<file path="src/logic/xfer_pkg.sv">
package xfer_pkg;

  // ---------------------------------------------------------------
  // instruction word
  // ---------------------------------------------------------------
  localparam int          INSTR_W  = 10;
  localparam int          ACC_W    = 4;
  localparam int          EXT_W    = 8;
  localparam logic [9:0]  OP_EXT   = 10'h01a;
  localparam logic [9:0]  OP_OC1   = 10'h229;
  localparam logic [9:0]  OP_OC3   = 10'h22b;
  localparam logic [9:0]  OP_INT1  = 10'h217;
  // defaults only: top-level parameters carry the real values
  localparam logic [9:0]  OP_OC0_DEF = 10'h228;
  localparam logic [9:0]  OP_OC2_DEF = 10'h22a;

  // ---------------------------------------------------------------
  // target select vector
  // ---------------------------------------------------------------
  localparam int          SEL_EXT  = 0;
  localparam int          SEL_OC0  = 1;
  localparam int          SEL_OC1  = 2;
  localparam int          SEL_OC2  = 3;
  localparam int          SEL_OC3  = 4;
  localparam int          SEL_INT1 = 5;
  localparam int          NUM_SEL  = 6;

  // ---------------------------------------------------------------
  // reset values
  // ---------------------------------------------------------------
  localparam logic [7:0]  EXT_RST  = 8'h00;
  localparam logic [3:0]  CFG_RST  = 4'h0;
  localparam logic [3:0]  INT1_RST = 4'h0;

  // ---------------------------------------------------------------
  // apb register map (byte addresses)
  // ---------------------------------------------------------------
  localparam int          ADDR_W      = 12;
  localparam logic [11:0] OFF_CTRL    = 12'h000;
  localparam logic [11:0] OFF_STATUS  = 12'h004;
  localparam logic [11:0] OFF_EXT     = 12'h008;
  localparam logic [11:0] OFF_OUTCFG  = 12'h00c;
  localparam logic [11:0] OFF_INTCTL  = 12'h010;
  localparam int          CTRL_EN_BIT = 0;
  localparam logic        CTRL_EN_RST = 1'b1;
  localparam int          ST_CNT_LSB  = 8;
  localparam int          CNT_W       = 8;

endpackage

</file>
<file path="src/logic/acc_to_ctrl_reg_transfer.sv">
// Operation
// - ext code loads aux high, acc low
// - outcfg0 transfer copies acc, acc unchanged
// - opcode 229 copies acc into outcfg1
// - outcfg2 transfer copies acc into outcfg2
// - opcode 22b copies acc into outcfg3
// - opcode 217 copies acc into intctl1
`timescale 1ns/100ps
`default_nettype none
module acc_to_ctrl_reg_transfer
  import xfer_pkg::*;
#(
  parameter logic [9:0] OP_OC0 = OP_OC0_DEF,
  parameter logic [9:0] OP_OC2 = OP_OC2_DEF
) (
  // clock and reset
  input  wire logic               ref_clk_i,
  input  wire logic               rst_i,
  // fetch stage
  input  wire logic               instr_valid_i,
  input  wire logic [INSTR_W-1:0] instr_i,
  input  wire logic [ACC_W-1:0]   acc_i,
  input  wire logic [ACC_W-1:0]   aux_i,
  // target registers
  output var  logic [EXT_W-1:0]   ext_reg_o,
  output var  logic [ACC_W-1:0]   outcfg0_o,
  output var  logic [ACC_W-1:0]   outcfg1_o,
  output var  logic [ACC_W-1:0]   outcfg2_o,
  output var  logic [ACC_W-1:0]   outcfg3_o,
  output var  logic [ACC_W-1:0]   intctl1_o,
  // execution status
  output var  logic               xfer_done_o,
  output var  logic               skip_req_o,
  output var  logic               carry_wr_o,
  // apb slave
  input  wire logic               psel_i,
  input  wire logic               penable_i,
  input  wire logic               pwrite_i,
  input  wire logic [ADDR_W-1:0]  paddr_i,
  input  wire logic [31:0]        pwdata_i,
  output var  logic [31:0]        prdata_o,
  output var  logic               pready_o,
  output var  logic               pslverr_o
);

  // ---------------------------------------------------------------
  // decode
  // ---------------------------------------------------------------
  logic [NUM_SEL-1:0] sel;
  logic [NUM_SEL-1:0] load;
  logic               exec_en_ff;
  logic               hit;

  xfer_decode #(
    .OP_OC0   (OP_OC0),
    .OP_OC2   (OP_OC2)
  ) u_decode (
    .opcode_i (instr_i),
    .sel_o    (sel)
  );

  // gated by software enable; a disabled block ignores the word
  assign load = (instr_valid_i && exec_en_ff) ? sel : '0;
  assign hit  = |load;

  // ---------------------------------------------------------------
  // target registers
  // ---------------------------------------------------------------
  logic [ACC_W-1:0] cfg_q [4];

  xfer_reg #(
    .WIDTH     (EXT_W),
    .RST       (EXT_RST)
  ) u_ext (
    .ref_clk_i (ref_clk_i),
    .rst_i     (rst_i),
    .load_i    (load[SEL_EXT]),
    .d_i       ({aux_i, acc_i}),
    .q_o       (ext_reg_o)
  );

  // acc is only read here, so it stays untouched
  for (genvar g = 0; g < 4; g++) begin : g_cfg
    xfer_reg #(
      .WIDTH     (ACC_W),
      .RST       (CFG_RST)
    ) u_cfg (
      .ref_clk_i (ref_clk_i),
      .rst_i     (rst_i),
      .load_i    (load[SEL_OC0+g]),
      .d_i       (acc_i),
      .q_o       (cfg_q[g])
    );
  end

  assign outcfg0_o = cfg_q[0];
  assign outcfg1_o = cfg_q[1];
  assign outcfg2_o = cfg_q[2];
  assign outcfg3_o = cfg_q[3];

  xfer_reg #(
    .WIDTH     (ACC_W),
    .RST       (INT1_RST)
  ) u_int1 (
    .ref_clk_i (ref_clk_i),
    .rst_i     (rst_i),
    .load_i    (load[SEL_INT1]),
    .d_i       (acc_i),
    .q_o       (intctl1_o)
  );

  // ---------------------------------------------------------------
  // execution status
  // ---------------------------------------------------------------
  logic               done_ff;
  logic               nxt_done;
  logic [NUM_SEL-1:0] last_sel_ff;
  logic [NUM_SEL-1:0] nxt_last_sel;
  logic [CNT_W-1:0]   cnt_ff;
  logic [CNT_W-1:0]   nxt_cnt;

  always_comb begin
    nxt_done     = hit;
    nxt_last_sel = last_sel_ff;
    nxt_cnt      = cnt_ff;
    if (hit) begin
      nxt_last_sel = load;
      nxt_cnt      = cnt_ff + 8'h01;
    end
  end

  always_ff @(posedge ref_clk_i or posedge rst_i) begin
    if (rst_i) begin
      done_ff     <= 1'b0;
      last_sel_ff <= '0;
      cnt_ff      <= '0;
    end else begin
      done_ff     <= nxt_done;
      last_sel_ff <= nxt_last_sel;
      cnt_ff      <= nxt_cnt;
    end
  end

  // these transfers never touch carry or request a skip
  logic skip_ff;
  logic carry_wr_ff;

  always_ff @(posedge ref_clk_i or posedge rst_i) begin
    if (rst_i) begin
      skip_ff     <= 1'b0;
      carry_wr_ff <= 1'b0;
    end else begin
      skip_ff     <= 1'b0;
      carry_wr_ff <= 1'b0;
    end
  end

  assign xfer_done_o = done_ff;
  assign skip_req_o  = skip_ff;
  assign carry_wr_o  = carry_wr_ff;

  // ---------------------------------------------------------------
  // apb slave
  // ---------------------------------------------------------------
  // one wait-free access: data prepared in setup, ready in access
  logic        ready_ff;
  logic        nxt_ready;
  logic        err_ff;
  logic        nxt_err;
  logic [31:0] rdata_ff;
  logic [31:0] nxt_rdata;
  logic        nxt_exec_en;
  logic        setup;
  logic        mapped;
  logic        wr_ctrl;

  assign setup   = psel_i && !penable_i;
  assign mapped  = (paddr_i == OFF_CTRL) || (paddr_i == OFF_STATUS) ||
                   (paddr_i == OFF_EXT) || (paddr_i == OFF_OUTCFG) ||
                   (paddr_i == OFF_INTCTL);
  assign wr_ctrl = psel_i && penable_i && ready_ff && pwrite_i && (paddr_i == OFF_CTRL);

  always_comb begin
    nxt_ready   = setup;
    nxt_err     = setup && !mapped;
    nxt_rdata   = rdata_ff;
    nxt_exec_en = exec_en_ff;
    if (setup) begin
      nxt_rdata = 32'h0000_0000;
      if (!pwrite_i) begin
        case (paddr_i)
          OFF_CTRL:   nxt_rdata[CTRL_EN_BIT] = exec_en_ff;
          OFF_STATUS: begin
            nxt_rdata[NUM_SEL-1:0]                  = last_sel_ff;
            nxt_rdata[ST_CNT_LSB+CNT_W-1:ST_CNT_LSB] = cnt_ff;
          end
          OFF_EXT:    nxt_rdata[EXT_W-1:0] = ext_reg_o;
          OFF_OUTCFG: nxt_rdata[15:0] = {cfg_q[3], cfg_q[2], cfg_q[1], cfg_q[0]};
          OFF_INTCTL: nxt_rdata[ACC_W-1:0] = intctl1_o;
          default:    nxt_rdata = 32'h0000_0000;
        endcase
      end
    end
    if (wr_ctrl) begin
      nxt_exec_en = pwdata_i[CTRL_EN_BIT];
    end
  end

  always_ff @(posedge ref_clk_i or posedge rst_i) begin
    if (rst_i) begin
      ready_ff   <= 1'b0;
      err_ff     <= 1'b0;
      rdata_ff   <= 32'h0000_0000;
      exec_en_ff <= CTRL_EN_RST;
    end else begin
      ready_ff   <= nxt_ready;
      err_ff     <= nxt_err;
      rdata_ff   <= nxt_rdata;
      exec_en_ff <= nxt_exec_en;
    end
  end

  assign pready_o  = ready_ff;
  assign pslverr_o = err_ff;
  assign prdata_o  = rdata_ff;

  logic go;
  assign go = instr_valid_i && exec_en_ff;
endmodule
`default_nettype wire

</file>
<file path="src/logic/xfer_decode.sv">
`timescale 1ns/100ps
`default_nettype none
module xfer_decode
  import xfer_pkg::*;
#(
  parameter logic [9:0] OP_OC0 = OP_OC0_DEF,
  parameter logic [9:0] OP_OC2 = OP_OC2_DEF
) (
  // instruction
  input  wire logic [INSTR_W-1:0] opcode_i,
  // one-hot target
  output var  logic [NUM_SEL-1:0] sel_o
);

  // full 10-bit compare: near neighbours in the set must not alias
  always_comb begin
    sel_o           = '0;
    sel_o[SEL_EXT]  = (opcode_i == OP_EXT);
    sel_o[SEL_OC0]  = (opcode_i == OP_OC0);
    sel_o[SEL_OC1]  = (opcode_i == OP_OC1);
    sel_o[SEL_OC2]  = (opcode_i == OP_OC2);
    sel_o[SEL_OC3]  = (opcode_i == OP_OC3);
    sel_o[SEL_INT1] = (opcode_i == OP_INT1);
  end

endmodule
`default_nettype wire

</file>
<file path="src/logic/xfer_reg.sv">
`timescale 1ns/100ps
`default_nettype none
module xfer_reg
  import xfer_pkg::*;
#(
  parameter int               WIDTH = 4,
  parameter logic [WIDTH-1:0] RST   = '0
) (
  // clock and reset
  input  wire logic             ref_clk_i,
  input  wire logic             rst_i,
  // load
  input  wire logic             load_i,
  input  wire logic [WIDTH-1:0] d_i,
  // value
  output var  logic [WIDTH-1:0] q_o
);

  logic [WIDTH-1:0] q_ff;
  logic [WIDTH-1:0] nxt_q;

  always_comb begin
    nxt_q = q_ff;
    if (load_i) begin
      nxt_q = d_i;
    end
  end

  always_ff @(posedge ref_clk_i or posedge rst_i) begin
    if (rst_i) begin
      q_ff <= RST;
    end else begin
      q_ff <= nxt_q;
    end
  end

  assign q_o = q_ff;

endmodule
`default_nettype wire

</file>
<file path="config.mk">
export PLATFORM = sky130hd
export DESIGN_NAME = acc_to_ctrl_reg_transfer
export DESIGN_NICKNAME = d
export VERILOG_FILES = /design/src/logic/xfer_pkg.sv /design/src/logic/acc_to_ctrl_reg_transfer.sv /design/src/logic/xfer_decode.sv /design/src/logic/xfer_reg.sv
export SDC_FILE = /design/constraint.sdc
export NUM_CORES = 1
export LEC_CHECK = 0
export ABC_AREA = 1
export BUFFER_PORTS_ARGS = -buffer_cell sky130_fd_sc_hd__buf_2
export CORE_ASPECT_RATIO = 1.25
export CORE_MARGIN = 8
export CORE_UTILIZATION = 49
export DETAILED_ROUTE_END_ITERATION = 10
export GPL_ROUTABILITY_DRIVEN = 0
export PLACE_DENSITY_LB_ADDON = 0.1
export SLEW_MARGIN = 25
export SYNTH_ARGS = -nofsm -noshare
export SYNTH_HDL_FRONTEND = slang
export SYNTH_SLANG_ARGS = --single-unit
</file>
<file path="constraint.sdc">
create_clock -name ref_clk_i -period 1.8 [get_ports ref_clk_i]
set_input_delay 0.09 -clock ref_clk_i [delete_from_list [all_inputs] [get_ports ref_clk_i]]
set_output_delay 0.09 -clock ref_clk_i [all_outputs]
set_load 0.005 [all_outputs]
</file>
==> results.tsv, run 1 <==
stage	metric	value	unit
clocking	cts_max_path_buffers	2	
route	vias	3041	
logic_synthesis	synth_area_leader_cell	dfrtp_1	
global_routing	grt_pass1_vias	2999	
logic_synthesis	synth.distinct_cells	35	
route	remaining_drc_errors	0	
sta	final-setup-viol-count	0	
power	p_total	2.71	mW
setup_path	cp.arrival	1.92	ns
clocking	insertion_delay	0.34	ns
outcome	status	complete, no violations	
layout	fill_cells	664	
clocking	path_clk_slew	0.07	ns
setup_path	slowest_stage	dfstp_2	
clocking	cts_resized	0	
global_routing	grt_use_total	18.0	%
route	drt_first_pass_iters	4	
power	ir_drop	0.000577	V
global_routing	antenna_found_initial	0	
floorplanning	dieHeight	109	µm
logic_synthesis	synth_edf_count	0	
global_routing	overflow	0	
global_routing	grt_pass1_wl	14.4	mm
layout	area_delta_synth_final	22.7	%
min_path	min-delay-start	pwrite_i	
sta	relSlewSlack	65.1	%
logic_synthesis	ys_ff_latch	62	
logic_synthesis	avgSynthCellArea	8.06	µm²
logic_synthesis	syn_inst	420	
floorplanning	initial_core_util	49.4	%
setup_path	crit_top_cell	nand2_1	
floorplanning	ios	133	
setup_path	cp_num_buf_inv	2	
logic_synthesis	syn_area	3390	µm²
route	vias_per_cell	4.91	
sta	worst_clock_skew	0.00689	ns
setup_path	cp_top_family	simple AND/OR/NAND/NOR gates	
power	power_per_cell_area	651	nW/µm²
setup_path	startpoint_type	flip-flop	
sta	rsz0062_at_grt	no	
logic_synthesis	yosys-top-cells-area	dfrtp_1, nand2_1, nand3_1, o21ai_0, inv_1	
layout	seqCellArea	1550	µm²
clocking	post_cts_buffers	0	
floorplanning	die-area	9840	µm²
setup_path	crit_chain	nand2_4 > inv_2 > nand2_1 > nand3b_4 > nand2_1 > inv_2 > nand2_8 > nand2_1 > nand2_1 > nand2_1	
sta	min_period	1.69	ns
global_routing	grt_max_degree	63	
clocking	htree_levels	3	
sta	slew_violations	0	
logic_synthesis	synth_top_area_share	45.1	%
sta	fin_crit_sh	93.9	%
route	drt_wl_total	8.47	mm
sta	max_freq	592	MHz
place	portBuffers	83	
logic_synthesis	ys_seq_area_share	45.9	%
power	p_leak	2.35	nW
layout	antenna-diode-count	0	
logic_synthesis	yosysWarnings	0	
setup_path	cp_max_fo	14	
layout	multi_input_area	1550	µm²
layout	fin_util	60.7	%
setup_path	critical_path.startpoint	exec_en_ff$_DFFE_PP1P_	
clocking	cts_root_buffer	clkbuf_8	
route	antenna_left	0	
floorplanning	die_w	90.4	µm
min_path	holdPathEnd	exec_en_ff$_DFFE_PP1P_	
min_path	min_path_type	input port to flip-flop	
setup_path	rrSetupSlack	0.11	ns
clocking	cts_buffers	9	
setup_path	endpoint_kind	flip-flop	
sta	worst_pin_slew	0.521	ns
floorplanning	rows	34	
floorplanning	core_area	6850	µm²
logic_synthesis	async_flop_share	100	%
route	drt_iter0_markers	127	
sta	hold_viol	0	
setup_path	r2r-start	exec_en_ff$_DFFE_PP1P_	
place	hpwl	6.62	mm
logic_synthesis	synthFlopType	dfrtp_1	
layout	drive_gt1_share	26.5	%
setup_path	cpPeakStageDelay	0.59	ns
sta	setup_tns	0	ns
setup_path	path_class	flip-flop to flip-flop	
clocking	cts.sinks	62	
setup_path	r2r_end	cnt_ff[5]$_DFFE_PP0P_	
clocking	cts_tree	yes	
layout	fin_nets	593	
setup_path	crit_cells	10	
min_path	hold_depth	3	
flow_run	drv_cap	0	
setup_path	r2r_cells	10	
route	avgRoutedWirePerCell	13.7	µm
setup_path	required	2.03	ns
-- layer usage --
metal | vias up | part of all wire [%] | global-route usage (%)
met4 | 0 | 2.4 | 8.22
met1 | 1401 | 44 | 21.2
met2 | 83 | 49 | 30.8
met5 | - | 0 | 0
met3 | 16 | 5.2 | 4.34
li1 | 1541 | - | -
-- where the power goes --
| part | total (mW) | internal (mW) | switching, mW |
|---|---|---|---|
| clock | 1.13 | 0.608 | 0.518 |
| combinational | 0.183 | 0.0641 | 0.119 |
| sequential | 1.40 | 1.40 | 0.000604 |
-- worst min-delay path: stages --
cell	delay (ns)
buf_2	0.11
nand3_1	0.09
o21ai_0	0.08
-- kinds of logic (layout without fill, tap and decap cells) --
group,count (synthesis),after routing,synth area share (%)
AND/OR/NAND/NOR,233,233,33.6
buffers and inverters,68,160,10.2
flip-flops,62,62,45.9
AO/OA/AOI/OAI,47,47,7.39
XOR/XNOR,4,4,1.03
multiplexers,4,4,1.44
adder cells (fa/ha/maj),1,1,0.369
other,1,18,0.111
-- synthesized netlist by cell type (2+ instances only) --
cell	number
xor2_1	4
nand3_2	2
clkbuf_1	2
nand3_4	3
buf_6	2
nand3_1	50
dfrtp_1	61
buf_4	19
nand2_2	4
a22o_1	3
nor3_1	4
a21oi_1	2
nand4_1	8
buf_2	3
o21ai_0	41
nor2_4	3
inv_1	39
nand2_1	118
nand2_4	3
inv_2	3
mux2_2	3
nor2_1	30
-- what timing repair did --
item                                    4_1_cts  5_1_grt
endpoints found under the setup margin        0        0
endpoints found under the hold margin        67        0
hold buffers                                  8        0
-- state kept, by name (all words and copies together), names as in the netlist, 4 cells and up --
register / flops
prdata_o: 16
last_sel_ff: 6
u_ext.q_o: 8
cnt_ff: 8
u_int1.q_o: 4
g_cfg.u_cfg.q_o: 16
-- final cells by class --
type                            count  area share [%]
Inverter                           42            3.80
Tap cell                           90            2.71
Multi-Input combinational cell    307            37.4
Clock buffer                       13            4.07
Sequential cell                    62            37.4
Timing Repair Buffer              102            14.2
Clock inverter                      3           0.422
-- through the flow --
stage               setup WS, ns  std cells  area, µm²  hold slack [ns]
finish                     0.110        619       4150           0.0421
global route             0.00782        619       4150           0.0895
CTS                        0.112        619       4150           0.0310
detailed placement         0.117        595       3890            0.183
global placement           0.146        595       3890            0.176
floorplan                  0.170        437       3450            0.177
-- worst max-delay path by stage --
| stage | end | slack, ns |
|---|---|---|
| after floorplan | cnt_ff[0]$_DFFE_PP0P_ | 0.17 |
| after global placement | cnt_ff[5]$_DFFE_PP0P_ | 0.15 |
| after detailed placement | cnt_ff[5]$_DFFE_PP0P_ | 0.12 |
| after CTS | cnt_ff[5]$_DFFE_PP0P_ | 0.11 |
| after global routing | cnt_ff[5]$_DFFE_PP0P_ | 0.008 |
| final | cnt_ff[5]$_DFFE_PP0P_ | 0.11 |
-- layout by cell type (no fill, tap or decap), types with 2 or more instances in the layout --
cell,instances
nand3_4,3
nand4_1,8
nand3_2,2
conb_1,18
buf_4,10
dfrtp_1,61
dlygate4sd3_1,8
inv_1,38
nand2_4,3
buf_2,83
mux2_2,3
nand3_1,50
nor3_1,4
nand2_1,118
nor2_1,29
nand2_2,4
clkinv_2,2
nor2_2,2
clkbuf_8,12
o21ai_0,41
a22o_1,3
xor2_1,4
nor2_4,3
a21oi_1,2
inv_2,4
Power figures use the tool's default switching activity.
==> inputs of run 2 (changes only) <==
--- a/config.mk
+++ b/config.mk
@@ -13,6 +13,7 @@
 export DETAILED_ROUTE_END_ITERATION = 10
 export GPL_ROUTABILITY_DRIVEN = 0
 export PLACE_DENSITY_LB_ADDON = 0.1
+export SETUP_SLACK_MARGIN = 0.4
 export SLEW_MARGIN = 25
 export SYNTH_ARGS = -nofsm -noshare
 export SYNTH_HDL_FRONTEND = slang
==> results.tsv, run 2 (same netlist as run 1, synthesis figures left out) <==
stage	metric	value	unit
global_routing	grt_pass1_vias	3038	
place	post-place-ws	0.112	ns
sta	relSlewSlack	64.4	%
setup_path	endpoint_kind	flip-flop	
sta	rsz0062_at_grt	yes	
clocking	insertion_delay	0.34	ns
route	drt_wl_total	8.69	mm
setup_path	critical_path.startpoint	exec_en_ff$_DFFE_PP1P_	
sta	slew_violations	0	
setup_path	cp.arrival	1.85	ns
setup_path	required	2.04	ns
global_routing	overflow	0	
power	clkPwrFrac	43.8	%
layout	fin_nets	607	
clocking	cts_root_buffer	clkbuf_8	
route	vias	3076	
floorplanning	core_area	6850	µm²
global_routing	grt_max_degree	27	
place	hpwl	6.65	mm
floorplanning	rows	34	
power	p_leak	2.47	nW
clocking	path_clk_slew	0.07	ns
setup_path	r2r-start	exec_en_ff$_DFFE_PP1P_	
power	p_comb_share	6.6	%
flow_run	drv_cap	0	
route	topRoutingLayerUsed	met4	
floorplanning	die_w	90.4	µm
sta	max_freq	619	MHz
layout	area_delta_synth_final	31.7	%
min_path	min_path_type	input port to flip-flop	
sta	min_period	1.61	ns
sta	setup_tns	0	ns
clocking	cts_buffers	9	
setup_path	cp_num_buf_inv	1	
layout	layout_commonest_cell	nand2_1	
power	swShare	22.8	%
sta	fin_ws	0.186	ns
route	met1_length	3.75	mm
sta	worst_pin_slew	0.531	ns
power	p_sw	643	µW
floorplanning	ios	133	
setup_path	crit_chain	nand2_4 > nor2_8 > buf_12 > nand3_4 > nand2_4 > nor2_4 > nand2_8 > nand2_2 > nand2_1 > nand2_1	
global_routing	grt_use_total	17.7	%
route	remaining_drc_errors	0	
power	power_per_cell_area	631	nW/µm²
setup_path	path_class	flip-flop to flip-flop	
power	p_seq_share	49.6	%
clocking	cts_tree	yes	
outcome	status	complete, no violations	
clocking	cts_max_path_buffers	2	
sta	worst_clock_skew	0.00840	ns
route	drt_first_pass_iters	4	
clocking	cts.sinks	62	
layout	antenna-diode-count	0	
sta	fin_crit_sh	89.7	%
sta	hold_viol	0	
global_routing	grt_pass1_wl	14.2	mm
place	portBuffers	83	
route	antenna_left	0	
floorplanning	initial_core_util	49.4	%
setup_path	cp_max_fo	8	
floorplanning	die-area	9840	µm²
sta	final-setup-viol-count	0	
floorplanning	dieHeight	109	µm
layout	drive_gt1_share	33.1	%
clocking	htree_levels	3	
power	ir_drop	0.000453	V
route	met2WireLength	4.27	mm
route	vias_per_cell	4.86	
min_path	min-delay-start	pwrite_i	
route	avgRoutedWirePerCell	13.7	µm
setup_path	startpoint_type	flip-flop	
setup_path	cp_top_family	simple AND/OR/NAND/NOR gates	
setup_path	slowest_stage	dfstp_2	
global_routing	antenna_found_initial	0	
layout	most-common-layout-cells	nand2_1, buf_2, dfrtp_1	
setup_path	cpPeakStageDelay	0.58	ns
power	intPower	2.17	mW
route	wl_met3	531	µm
route	drt_iter0_markers	146	
run 2: cell types whose count changed in the layout (fill, tap and decap cells not counted), sizes merged:
cell | previous run | this run
buf | 94 | 109
bufinv | 0 | 1
clkinv | 2 | 1
clkinvlp | 1 | 2
dlygate4sd3 | 8 | 7
inv | 42 | 41
run 2: stage by stage:
stage	utilization (%)	cells	hold WS (ns)	total power, mW	instance area (µm²)
floorplan	-	437	0.177	1.55	3470
global placement	57.0	594	0.133	1.59	3900
detailed placement	57.0	594	0.135	1.60	3900
CTS	62.6	625	0.0420	2.84	4290
global route	65.1	633	0.0593	2.92	4460
finish	65.1	633	0.0492	2.82	4460
run 2: power by group through the flow:
stage	Combinational [mW]	Clock, mW	Sequential [mW]
after floorplan	0.123	0	1.42
after global placement	0.172	0	1.42
after detailed placement	0.175	0	1.42
after CTS	0.188	1.26	1.40
after global routing	0.212	1.31	1.40
final	0.186	1.23	1.40
run 2: worst paths after layout:
kind	to	slack, ns	cells past startpoint
max	cnt_ff[5]$_DFFE_PP0P_	0.19	10
min reg2reg	prdata_o[15]$_DFFE_PP0P_	0.47	2
max in group asynchronous	g_cfg[0].u_cfg.q_o[0]$_DFFE_PP0P_	0.93	4
min	exec_en_ff$_DFFE_PP1P_	0.05	3
max reg2reg	cnt_ff[5]$_DFFE_PP0P_	0.19	10
min in group asynchronous	prdata_o[14]$_DFFE_PP0P_	0.31	3
run 2: layer usage:
metal	vias to the layer above	global-route usage (%)
li1	1579	-
met1	1412	20.8
met2	72	29.8
met3	13	5.51
met4	0	7.15
met5	-	0
run 2: layout make-up:
class	count	area (µm²)
multi-input combinational	307	1660
fill	613	2390
tap	90	113
timing repair buffer	116	772
inverter	42	164
clock buffer	13	159
clock inverter	3	42.5
sequential	62	1550
run 2: repair_timing:
| action | in CTS | in global routing |
|---|---|---|
| gates cloned | 1 | 0 |
| endpoints found under the setup margin | 34 | 43 |
| hold endpoints to repair | 24 | 0 |
| hold buffers | 7 | 0 |
| setup buffers | 7 | 8 |
| pin swaps | 5 | 7 |
| gates resized for setup | 9 | 46 |
run 2: worst register-to-register path: cells and delay by family, from the launching register on:
kind                   cells  cell delay, ns
buffers and inverters      1            0.15
flip-flops                 1            0.58
AND/OR/NAND/NOR            9            0.78
==> inputs of run 3 (changes only) <==
--- a/config.mk
+++ b/config.mk
@@ -13,6 +13,7 @@
 export DETAILED_ROUTE_END_ITERATION = 10
 export GPL_ROUTABILITY_DRIVEN = 0
 export PLACE_DENSITY_LB_ADDON = 0.1
+export REMOVE_ABC_BUFFERS = 1
 export SETUP_SLACK_MARGIN = 0.4
 export SLEW_MARGIN = 25
 export SYNTH_ARGS = -nofsm -noshare
==> results.tsv, run 3 (same netlist as run 1, synthesis figures left out) <==
stage	metric	value	unit
outcome	status	complete, no violations	
flow_run	drv_cap	0	
clocking	cts.sinks	62	
power	p_total	2.64	mW
route	drt_iter0_markers	149	
sta	worst_clock_skew	0.00617	ns
floorplanning	die_w	90.4	µm
route	drt_first_pass_iters	4	
route	antenna_left	0	
sta	fin_crit_sh	91.9	%
min_path	holdPathEnd	exec_en_ff$_DFFE_PP1P_	
route	remaining_drc_errors	0	
setup_path	endpoint_kind	flip-flop	
layout	fill_cells	611	
layout	multi_input_area	1710	µm²
min_path	hold_depth	3	
clocking	cts_root_buffer	clkbuf_8	
sta	setup_tns	0	ns
power	ir_drop	0.000297	V
sta	min_period	1.65	ns
clocking	cts_buffers	9	
power	p_leak	2.47	nW
setup_path	r2r_cells	9	
sta	hold_viol	0	
place	hpwl	6.41	mm
global_routing	grt_use_total	18.9	%
floorplanning	die-area	9840	µm²
global_routing	grt_pass1_vias	3090	
power	p_sw	670	µW
layout	layout_commonest_cell	nand2_1	
power	swShare	25.3	%
setup_path	critical_path.startpoint	exec_en_ff$_DFFE_PP1P_	
layout	seqCellArea	1550	µm²
sta	relSlewSlack	58.9	%
place	placed_cells	593	
sta	final-setup-viol-count	0	
min_path	min_path_type	input port to flip-flop	
layout	final_area	4510	µm²
sta	slew_violations	0	
setup_path	required	2.03	ns
power	p_comb_share	7.2	%
layout	area_delta_synth_final	33.1	%
layout	drive_gt1_share	33.7	%
power	power_per_cell_area	587	nW/µm²
floorplanning	dieHeight	109	µm
sta	rsz0062_at_grt	yes	
setup_path	r2r-start	exec_en_ff$_DFFE_PP1P_	
sta	worst_pin_slew	0.613	ns
layout	most-common-layout-cells	nand2_1, buf_2, dfrtp_1	
global_routing	grt_pass1_wl	15.0	mm
floorplanning	ios	133	
setup_path	cp.arrival	1.89	ns
route	avgRoutedWirePerCell	14.8	µm
setup_path	startpoint_type	flip-flop	
layout	antenna-diode-count	0	
setup_path	r2r_end	cnt_ff[1]$_DFFE_PP0P_	
global_routing	overflow	0	
place	portBuffers	83	
clocking	htree_levels	3	
clocking	path_clk_slew	0.07	ns
floorplanning	rows	34	
global_routing	grt_max_degree	63	
power	p_seq_share	52.8	%
min_path	min-delay-start	pwrite_i	
setup_path	rrSetupSlack	0.15	ns
clocking	cts_max_path_buffers	2	
clocking	insertion_delay	0.34	ns
route	drt_wl_total	9.32	mm
setup_path	cp_max_fo	5	
route	vias	3173	
clocking	cts_tree	yes	
sta	max_freq	604	MHz
power	intPower	1.97	mW
global_routing	antenna_found_initial	0	
layout	fin_nets	606	
place	dpl_cell_area	3880	µm²
power	clkPwrFrac	40.1	%
setup_path	path_class	flip-flop to flip-flop	
route	vias_per_cell	5.04	
floorplanning	core_area	6850	µm²
layout	stdcell_count	630	
floorplanning	initial_core_util	49.4	%
run 3: cell count changes in the layout (fill, tap and decap cells not counted), sizes merged:
cell    before  now
inv         41   42
bufinv       1    0
nor2        35   36
buf        109  107
clkinv       1    2
clkbuf      13   10
run 3: cell type report:
| type | count | share of cell area [%] |
|---|---|---|
| multi-input combinational | 308 | 38.0 |
| sequential | 62 | 34.4 |
| timing repair buffer | 114 | 17.8 |
| inverter | 42 | 3.61 |
| clock buffer | 10 | 3.05 |
| tap | 90 | 2.50 |
| clock inverter | 4 | 0.555 |
run 3: power groups by stage:
stage	registers, mW	logic [mW]	clock network, mW
floorplan	1.42	0.0900	0
global placement	1.42	0.170	0
detailed placement	1.42	0.174	0
CTS	1.40	0.187	1.07
global route	1.39	0.215	1.13
finish	1.40	0.189	1.06
run 3: worst max path at each step:
stage	cells past startpoint	slack, ns	end
finish	9	0.15	cnt_ff[1]$_DFFE_PP0P_
global route	10	0.07	cnt_ff[5]$_DFFE_PP0P_
CTS	10	0.23	cnt_ff[2]$_DFFE_PP0P_
detailed placement	10	0.11	cnt_ff[5]$_DFFE_PP0P_
global placement	10	0.14	cnt_ff[5]$_DFFE_PP0P_
floorplan	7	-0.07	prdata_o[1]$_DFFE_PP0P_
run 3: worst max-delay path: stages, from the launching register on:
cell and delay (ns):
dfstp_2 0.58, nand2_4 0.10, buf_12 0.14, nor2_8 0.19, nand3_4 0.13, nand2_4 0.11
nor2_4 0.06, nand2_8 0.09, buf_12 0.10, o21ai_2 0.05
run 3: metrics by stage:
stage	worst slack (ns)	utilization (%)	hold slack [ns]
floorplan	-0.0707	-	0.177
global placement	0.135	56.7	0.180
detailed placement	0.110	56.7	0.185
CTS	0.228	62.7	0.0366
global route	0.0679	65.8	0.0693
finish	0.146	65.8	0.0408
run 3: metal layers:
layer / share of wire [%] / track usage (%)
met1: 41 / 21.6
met2: 52 / 33.0
met3: 6.1 / 5.30
met4: 0.87 / 7.39
met5: 0 / 0
run 3: timing repair:
action | CTS | global route
pin swaps | 4 | 13
endpoints found under the setup margin | 36 | 43
gates cloned | 2 | 2
setup buffers | 8 | 4
gates resized for setup | 21 | 44
endpoints found under the hold margin | 67 | 0
hold buffers | 7 | 0
